$ cat src/rtl/sbrg_map.svh
`ifndef SBRG_MAP_SVH
`define SBRG_MAP_SVH
`define SBRG_OFF_CTRL    12'h000
`define SBRG_OFF_DIV     12'h004
`define SBRG_OFF_RXSC    12'h008
`define SBRG_OFF_RXBUF   12'h00C
`define SBRG_OFF_ISTAT   12'h010
`define SBRG_OFF_ICLR    12'h014
`define SBRG_OFF_IEN     12'h018
`define SBRG_CTL_SYNC    0
`define SBRG_CTL_HS      1
`define SBRG_RC_PORT_ON  7
`define SBRG_RC_NINE_ON  6
`define SBRG_RC_ONE_SHOT 5
`define SBRG_RC_CONT_ON  4
`define SBRG_RC_ADDR_DET 3
`define SBRG_RC_FRAME    2
`define SBRG_RC_OVER     1
`define SBRG_RC_NINTH    0
`define SBRG_RC_WMASK    8'hF8
`define SBRG_IRQ_RXCH    0
`define SBRG_IRQ_OVR     1
`define SBRG_IRQ_FRM     2
`define SBRG_RST_CTRL    2'h0
`define SBRG_RST_DIV     8'h00
`define SBRG_RST_RXSC    8'h00
`define SBRG_RST_IRQ     3'h0
`define SBRG_MUL_ALS     7'h40
`define SBRG_MUL_AHS     7'h10
`define SBRG_MUL_SYN     7'h04
`endif

$ cat src/rtl/sbrg_pkg.sv
`default_nettype none
package sbrg_pkg;
    typedef struct packed {
        logic [8:0] data;
        logic       frame_err;
    } sbrg_rxch_t;

    typedef struct packed {
        logic        hs;
        logic        sync;
    } sbrg_ctrl_t;
endpackage : sbrg_pkg
`default_nettype wire

$ cat src/rtl/sbrg_top.sv
// The placing of the registers and the APB interface to the registers were decided locally.
`default_nettype none
`include "sbrg_map.svh"

module sbrg_top
    import sbrg_pkg::*;
#(
    parameter int AW = 12
) (
    input  wire logic          core_clk_i,
    input  wire logic          nrst_i,
    input  wire logic          psel_i,
    input  wire logic          penable_i,
    input  wire logic          pwrite_i,
    input  wire logic [AW-1:0] paddr_i,
    input  wire logic [31:0]   pwdata_i,
    output logic      [31:0]   prdata_o,
    output logic               pready_o,
    output logic               pslverr_o,
    input  wire logic          rx_valid_i,
    input  wire sbrg_rxch_t    rx_char_i,
    output logic               rx_enable_o,
    output logic               baud_tick_o,
    output logic               irq_o
);

    logic       acc;
    logic       wr_en;
    logic       rd_en;
    logic       hit;
    logic [31:0] rdata;
    logic       wr_ctrl;
    logic       wr_div;
    logic       wr_rc;
    logic       rd_buf;
    logic       pready_next;
    logic       pslverr_next;
    logic [31:0] prdata_next;

    assign acc    = psel_i & penable_i & ~pready_o;
    assign wr_en  = psel_i & penable_i & pready_o & pwrite_i;
    assign rd_en  = psel_i & penable_i & pready_o & ~pwrite_i;
    assign wr_ctrl = wr_en && paddr_i == `SBRG_OFF_CTRL;
    assign wr_div = wr_en && paddr_i == `SBRG_OFF_DIV;
    assign wr_rc  = wr_en && paddr_i == `SBRG_OFF_RXSC;
    assign rd_buf = rd_en && paddr_i == `SBRG_OFF_RXBUF;

    sbrg_ctrl_t  ctrl_reg;
    sbrg_ctrl_t  ctrl_next;
    logic [7:0]  div_reg;
    logic [7:0]  div_next;
    logic [7:0]  rc_reg;
    logic [7:0]  rc_next;
    logic [7:0]  buf_reg;
    logic [7:0]  buf_next;
    logic        full_reg;
    logic        full_next;
    logic [2:0]  ist_reg;
    logic [2:0]  ist_next;
    logic [2:0]  ien_reg;
    logic [2:0]  ien_next;
    logic        irq_next;
    logic        rxen_next;

    always_comb begin
        hit   = 1'b1;
        rdata = 32'h0000_0000;
        unique case (paddr_i)
            `SBRG_OFF_CTRL:  rdata[1:0] = ctrl_reg;
            `SBRG_OFF_DIV:   rdata[7:0] = div_reg;
            `SBRG_OFF_RXSC:  rdata[7:0] = rc_reg;
            `SBRG_OFF_RXBUF: rdata[7:0] = buf_reg;
            `SBRG_OFF_ISTAT: rdata[2:0] = ist_reg;
            `SBRG_OFF_ICLR:  rdata = 32'h0000_0000;
            `SBRG_OFF_IEN:   rdata[2:0] = ien_reg;
            default:         hit = 1'b0;
        endcase
        pready_next  = acc;
        pslverr_next = acc & ~hit;
        prdata_next  = prdata_o;
        if (acc) begin
            prdata_next = pwrite_i ? 32'h0000_0000 : rdata;
        end
    end

    always_ff @(posedge core_clk_i or negedge nrst_i) begin
        if (!nrst_i) begin
            pready_o  <= 1'b0;
            pslverr_o <= 1'b0;
            prdata_o  <= 32'h0000_0000;
        end else begin
            pready_o  <= pready_next;
            pslverr_o <= pslverr_next;
            prdata_o  <= prdata_next;
        end
    end

    // Baud generator: a prescaler sets the multiplier, the 8-bit timer the divisor.
    logic [6:0] mult;
    logic [6:0] pre_reg;
    logic [6:0] pre_next;
    logic [7:0] tmr_reg;
    logic [7:0] tmr_next;
    logic       tick_next;

    always_comb begin
        if (ctrl_reg.sync) begin
            mult = `SBRG_MUL_SYN;
        end else if (ctrl_reg.hs) begin
            mult = `SBRG_MUL_AHS;
        end else begin
            mult = `SBRG_MUL_ALS;
        end
        pre_next  = pre_reg + 7'h01;
        tmr_next  = tmr_reg;
        tick_next = 1'b0;
        if (pre_reg >= mult - 7'h01) begin
            pre_next = 7'h00;
            // period mult times n plus one
            if (tmr_reg >= div_reg) begin
                tmr_next  = 8'h00;
                tick_next = 1'b1;
            end else begin
                tmr_next = tmr_reg + 8'h01;
            end
        end
        if (wr_div) begin
            pre_next = 7'h00;
            tmr_next = 8'h00;
        end
    end

    always_ff @(posedge core_clk_i or negedge nrst_i) begin
        if (!nrst_i) begin
            pre_reg     <= 7'h00;
            tmr_reg     <= 8'h00;
            baud_tick_o <= 1'b0;
        end else begin
            pre_reg     <= pre_next;
            tmr_reg     <= tmr_next;
            baud_tick_o <= tick_next;
        end
    end

    // Receive control, buffer, flags and interrupts.
    logic rx_on;
    logic drop;
    logic load;
    logic ovr;

    assign rx_on = rc_reg[`SBRG_RC_PORT_ON] &
                   (rc_reg[`SBRG_RC_CONT_ON] | (ctrl_reg.sync & rc_reg[`SBRG_RC_ONE_SHOT]));
    assign drop  = rc_reg[`SBRG_RC_ADDR_DET] & rc_reg[`SBRG_RC_NINE_ON] &
                   ~ctrl_reg.sync & ~rx_char_i.data[8];
    assign load  = rx_valid_i & rx_on & ~drop & ~full_reg & ~rc_reg[`SBRG_RC_OVER];
    assign ovr   = rx_valid_i & rx_on & ~drop & full_reg;

    always_comb begin
        ctrl_next = ctrl_reg;
        div_next  = div_reg;
        rc_next   = rc_reg;
        buf_next  = buf_reg;
        full_next = full_reg;
        ien_next  = ien_reg;
        ist_next  = ist_reg;
        if (wr_ctrl) begin
            ctrl_next = pwdata_i[1:0];
        end
        if (wr_div) begin
            div_next = pwdata_i[7:0];
        end
        if (wr_en && paddr_i == `SBRG_OFF_IEN) begin
            ien_next = pwdata_i[2:0];
        end
        if (wr_rc) begin
            rc_next = (rc_reg & ~`SBRG_RC_WMASK) | (pwdata_i[7:0] & `SBRG_RC_WMASK);
            if (!pwdata_i[`SBRG_RC_CONT_ON]) begin
                rc_next[`SBRG_RC_OVER] = 1'b0;
            end
        end
        if (rd_buf) begin
            full_next = 1'b0;
        end
        if (wr_en && paddr_i == `SBRG_OFF_ICLR) begin
            ist_next = ist_reg & ~pwdata_i[2:0];
        end
        if (load) begin
            buf_next  = rx_char_i.data[7:0];
            full_next = 1'b1;
            rc_next[`SBRG_RC_NINTH] = rx_char_i.data[8];
            rc_next[`SBRG_RC_FRAME] = rx_char_i.frame_err;
            ist_next[`SBRG_IRQ_RXCH] = 1'b1;
            if (rx_char_i.frame_err) begin
                ist_next[`SBRG_IRQ_FRM] = 1'b1;
            end
            if (ctrl_reg.sync) begin
                rc_next[`SBRG_RC_ONE_SHOT] = 1'b0;
            end
        end
        if (ovr) begin
            rc_next[`SBRG_RC_OVER]  = 1'b1;
            ist_next[`SBRG_IRQ_OVR] = 1'b1;
        end
        irq_next  = |(ist_next & ien_next);
        rxen_next = rc_next[`SBRG_RC_PORT_ON] &
                    (rc_next[`SBRG_RC_CONT_ON] | (ctrl_next.sync & rc_next[`SBRG_RC_ONE_SHOT]));
    end

    always_ff @(posedge core_clk_i or negedge nrst_i) begin
        if (!nrst_i) begin
            ctrl_reg    <= `SBRG_RST_CTRL;
            div_reg     <= `SBRG_RST_DIV;
            rc_reg      <= `SBRG_RST_RXSC;
            buf_reg     <= 8'h00;
            full_reg    <= 1'b0;
            ist_reg     <= `SBRG_RST_IRQ;
            ien_reg     <= `SBRG_RST_IRQ;
            irq_o       <= 1'b0;
            rx_enable_o <= 1'b0;
        end else begin
            ctrl_reg    <= ctrl_next;
            div_reg     <= div_next;
            rc_reg      <= rc_next;
            buf_reg     <= buf_next;
            full_reg    <= full_next;
            ist_reg     <= ist_next;
            ien_reg     <= ien_next;
            irq_o       <= irq_next;
            rx_enable_o <= rxen_next;
        end
    end

    // Cycles since the last tick or divisor write; clean flag cleared whenever the rate setting may change.
    logic [15:0] gap_reg;
    logic        clean_reg;

    always_ff @(posedge core_clk_i or negedge nrst_i) begin
        if (!nrst_i) begin
            gap_reg   <= 16'h0000;
            clean_reg <= 1'b0;
        end else begin
            gap_reg   <= (baud_tick_o | wr_div) ? 16'h0001 : gap_reg + 16'h0001;
            clean_reg <= wr_div | wr_ctrl ? 1'b0 : (baud_tick_o ? 1'b1 : clean_reg);
        end
    end
endmodule : sbrg_top
`default_nettype wire

$ cat config.mk
export PLATFORM = sky130hd
export DESIGN_NAME = sbrg_top
export DESIGN_NICKNAME = d
export VERILOG_FILES = /design/src/rtl/sbrg_pkg.sv /design/src/rtl/sbrg_top.sv
export VERILOG_INCLUDE_DIRS = /design/src /design/src/rtl
export SDC_FILE = /design/constraint.sdc
export NUM_CORES = 1
export LEC_CHECK = 0
export BUFFER_PORTS_ARGS = -buffer_cell sky130_fd_sc_hd__buf_2
export CAP_MARGIN = 20
export CORE_UTILIZATION = 47
export DETAILED_ROUTE_END_ITERATION = 8
export MAX_ROUTING_LAYER = met4
export PLACE_DENSITY = 0.75
export SLEW_MARGIN = 20
export SYNTH_ARGS = -nofsm -noshare
export SYNTH_HDL_FRONTEND = slang
export SYNTH_SLANG_ARGS = --single-unit
$ cat constraint.sdc
create_clock -name core_clk_i -period 2.3 [get_ports core_clk_i]
set_input_delay 0.46 -clock core_clk_i [delete_from_list [all_inputs] [get_ports core_clk_i]]
set_output_delay 0.46 -clock core_clk_i [all_outputs]
set_load 0.02 [all_outputs]
==> results by group <==
Yosys
  • Most used flip-flop cell after synthesis: dfrtp_1
  • Sequential-to-total area share from yosys stat: 0.447
  • Mapped cell area: 3420 um^2
  • Avg Cell Area, Syn: 9.68 um^2
  • EDFF count, synth: 0
  • Gate Count Post-Synth: 353
  • Synthesis-stage register bit count: 61
  • Ys async rst share: 1.00
  • Syn. warnings: 0
  • Ranking of synthesized cells by area: dfrtp_1, ha_1, buf_4
  • Top cell type by total area after synthesis: dfrtp_1
  • Synth unique cells: 52
  • Top cell type's share of synthesized area: 0.447

STA
  • Rel. slew slack: 0.585
  • Hold Fails Final Rpt: 0
  • Slew Viols, Final: 0
  • Slew @ Worst Pin: 0.622 ns
  • RSZ-0062 raised after global routing: no
  • Clk_skew: 0.0108 ns
  • Hold Slack: 0.0947 ns
  • Endpoints failing setup: 0
  • Setup TNS: 0 ns
  • Minimum clock period: 2.18 ns
  • F_max: 458 MHz
  • Period Utilization, post-route: 0.948

Critical path
  • Largest fanout on the critical path: 5
  • CP Data Arrival Time: 2.41 ns
  • Crit end category: flip-flop
  • Crit path kind: reg2reg
  • Worst Reg-to-Reg Cells: 7
  • Worst Setup Start Kind: flip-flop
  • Worst path required time: 2.53 ns

Final layout
  • Most common cell after layout, fill and taps aside: dfrtp_1
  • # diodes: 0
  • Fin util: 0.570
  • Nets: 482
  • Commonest non-fill, non-tap cells in the layout: dfrtp_1, buf_2, nand2_1, conb_1, o21ai_0
  • Area Growth Syn to Fin: 15.1%
  • Non-Filler Instances: 508
  • Fraction of layout cells with a size suffix above 1: 0.245

Detailed routing
  • DR pass1 iterations: 5
  • Antenna-violating nets left: 0
  • Drt drc: 0
  • DR vias: 2713
  • WL final: 7330 um
  • Routed vias/inst: 5.34
  • WL per Instance: 14.4 um
  • DRT iter0 DRCs: 147

Clock network
  • CTS tree: done
  • TritonCTS Sinks: 61
  • Inserted Clock Buffers: 9
  • Clock tree buffer depth: 2
  • H-tree depth: 3
  • Post-CTS Hold Buffers: 0
  • # Post-CTS Setup Buffers: 0
  • Clk Latency, worst-skew pair: 0.35 ns
  • CTS clk-pin slew, worst paths: 0.07 ns
  • Root Buffer: clkbuf_8

Pwr
  • Power density cells: 688 nW/um^2
  • Leak: 0.00201 uW
  • Tot Pwr: 2710 uW
  • Max IR drop VDD: 0.295 mV

Global route
  • Antenna violations before repair: 0
  • Largest net degree at the start of global routing: 39
  • Total track usage: 0.226
  • Overflow after GRT: 0
  • First-pass GRT wire length: 12500 um
  • Number of global-route vias before repair: 2563

Placed design
  • Post-Place Cells: 492
  • GP Congestion: 0.871
  • Port bufs: 48
  • Dpl hpwl: 5460 um

Die
  • Initial Util: 0.495
  • Die Ht: 87.3 um
  • Core box area: 6910 um^2
  • Ports: 97
  • Placement Rows: 30
  • Die X: 87.3 um
  • Full die area: 7620 um^2

Run
  • Max-cap violation count: 0

Hold path
  • Tightest Hold Check Type: in2async

Status
  • Outcome: finished, final reports clean
[power breakdown]
group	internal [uW]	total [uW]	switching [uW]	leakage, uW
clock	532	973	441	0.0000995
combinational	198	463	265	0.00113
sequential	1160	1270	108	0.000789
total	1890	2710	814	0.00201
[per-layer routing]
layer  vias up  GRT usage  routed length [um]
li1       1305          -                   -
met1      1301      0.294                3330
met2        93      0.346                3440
met3        14     0.0436                 411
met4         0     0.0969                 145
met5         -          -                   0
[layout make-up]
type / count / area [um^2]
timing repair buffer: 57 / 333
fill: 623 / 2970
clock buffer: 11 / 141
sequential: 61 / 1530
multi-input combinational: 259 / 1680
inverter: 19 / 71.3
tap: 96 / 120
clock inverter: 5 / 60.1
[repair_timing]
item | CTS | global route
hold endpoints to repair | 0 | 0
endpoints found under the setup margin | 0 | 14
resized for setup | 0 | 2
[worst paths after layout]
check	endpoint	slack, ns	from
worst min-delay path	buf_reg[0]	0.09	nrst_i
min in group core_clk_i	rc_reg[2]	0.33	rx_char_i[0]
worst max-delay path	tmr_reg[2]	0.12	ctrl_reg[1]
max in group asynchronous	prdata_o[5]	1.61	nrst_i
worst max register to register	tmr_reg[2]	0.12	ctrl_reg[1]
worst min register to register	prdata_o[5]	0.49	prdata_o[5]
[synth_stat cells, types with 3 or more instances]
cell      number
a31oi_1        3
buf_2          4
nand4_1        3
mux2_2        13
buf_4         24
or3_1          5
or2_2          6
clkbuf_1       8
o22ai_1        6
nand3_1       18
dfrtp_1       61
nand2_1       43
a22oi_1        6
xor2_1         3
mux2i_1        6
ha_1          15
a21oi_1       12
a22o_1         3
and3_1         9
o21ai_0       24
nor2_1        18
nand2b_1       4
inv_1         19
[logic make-up after synthesis]
| kind of cell | share of synthesized area |
|---|---|
| simple gates | 0.182 |
| compound gates | 0.138 |
| flops | 0.447 |
| buf+inv | 0.0893 |
| mux | 0.0736 |
| fa+ha+maj | 0.0549 |
| xor+xnor | 0.0128 |
| other cells | 0.00220 |
[critical path, cell delays in order, from the launching register on]
cell      delay, ns
dfrtp_1        0.41
or2_2          0.31
ha_1           0.29
a21o_1         0.16
a221o_1        0.36
o21bai_1       0.26
nand2_1        0.19
o22ai_1        0.09
[stage by stage]
| stage | area (um^2) | setup slack [ns] |
|---|---|---|
| 2_1_floorplan | 3500 | 0.135 |
| 3_3_place_gp | 3720 | 0.0527 |
| 3_5_place_dp | 3720 | 0.00413 |
| 4_1_cts | 3930 | 0.00195 |
| 5_1_grt | 3930 | 0.0160 |
| 6_report | 3930 | 0.119 |
(Power assumes the default switching activity.)
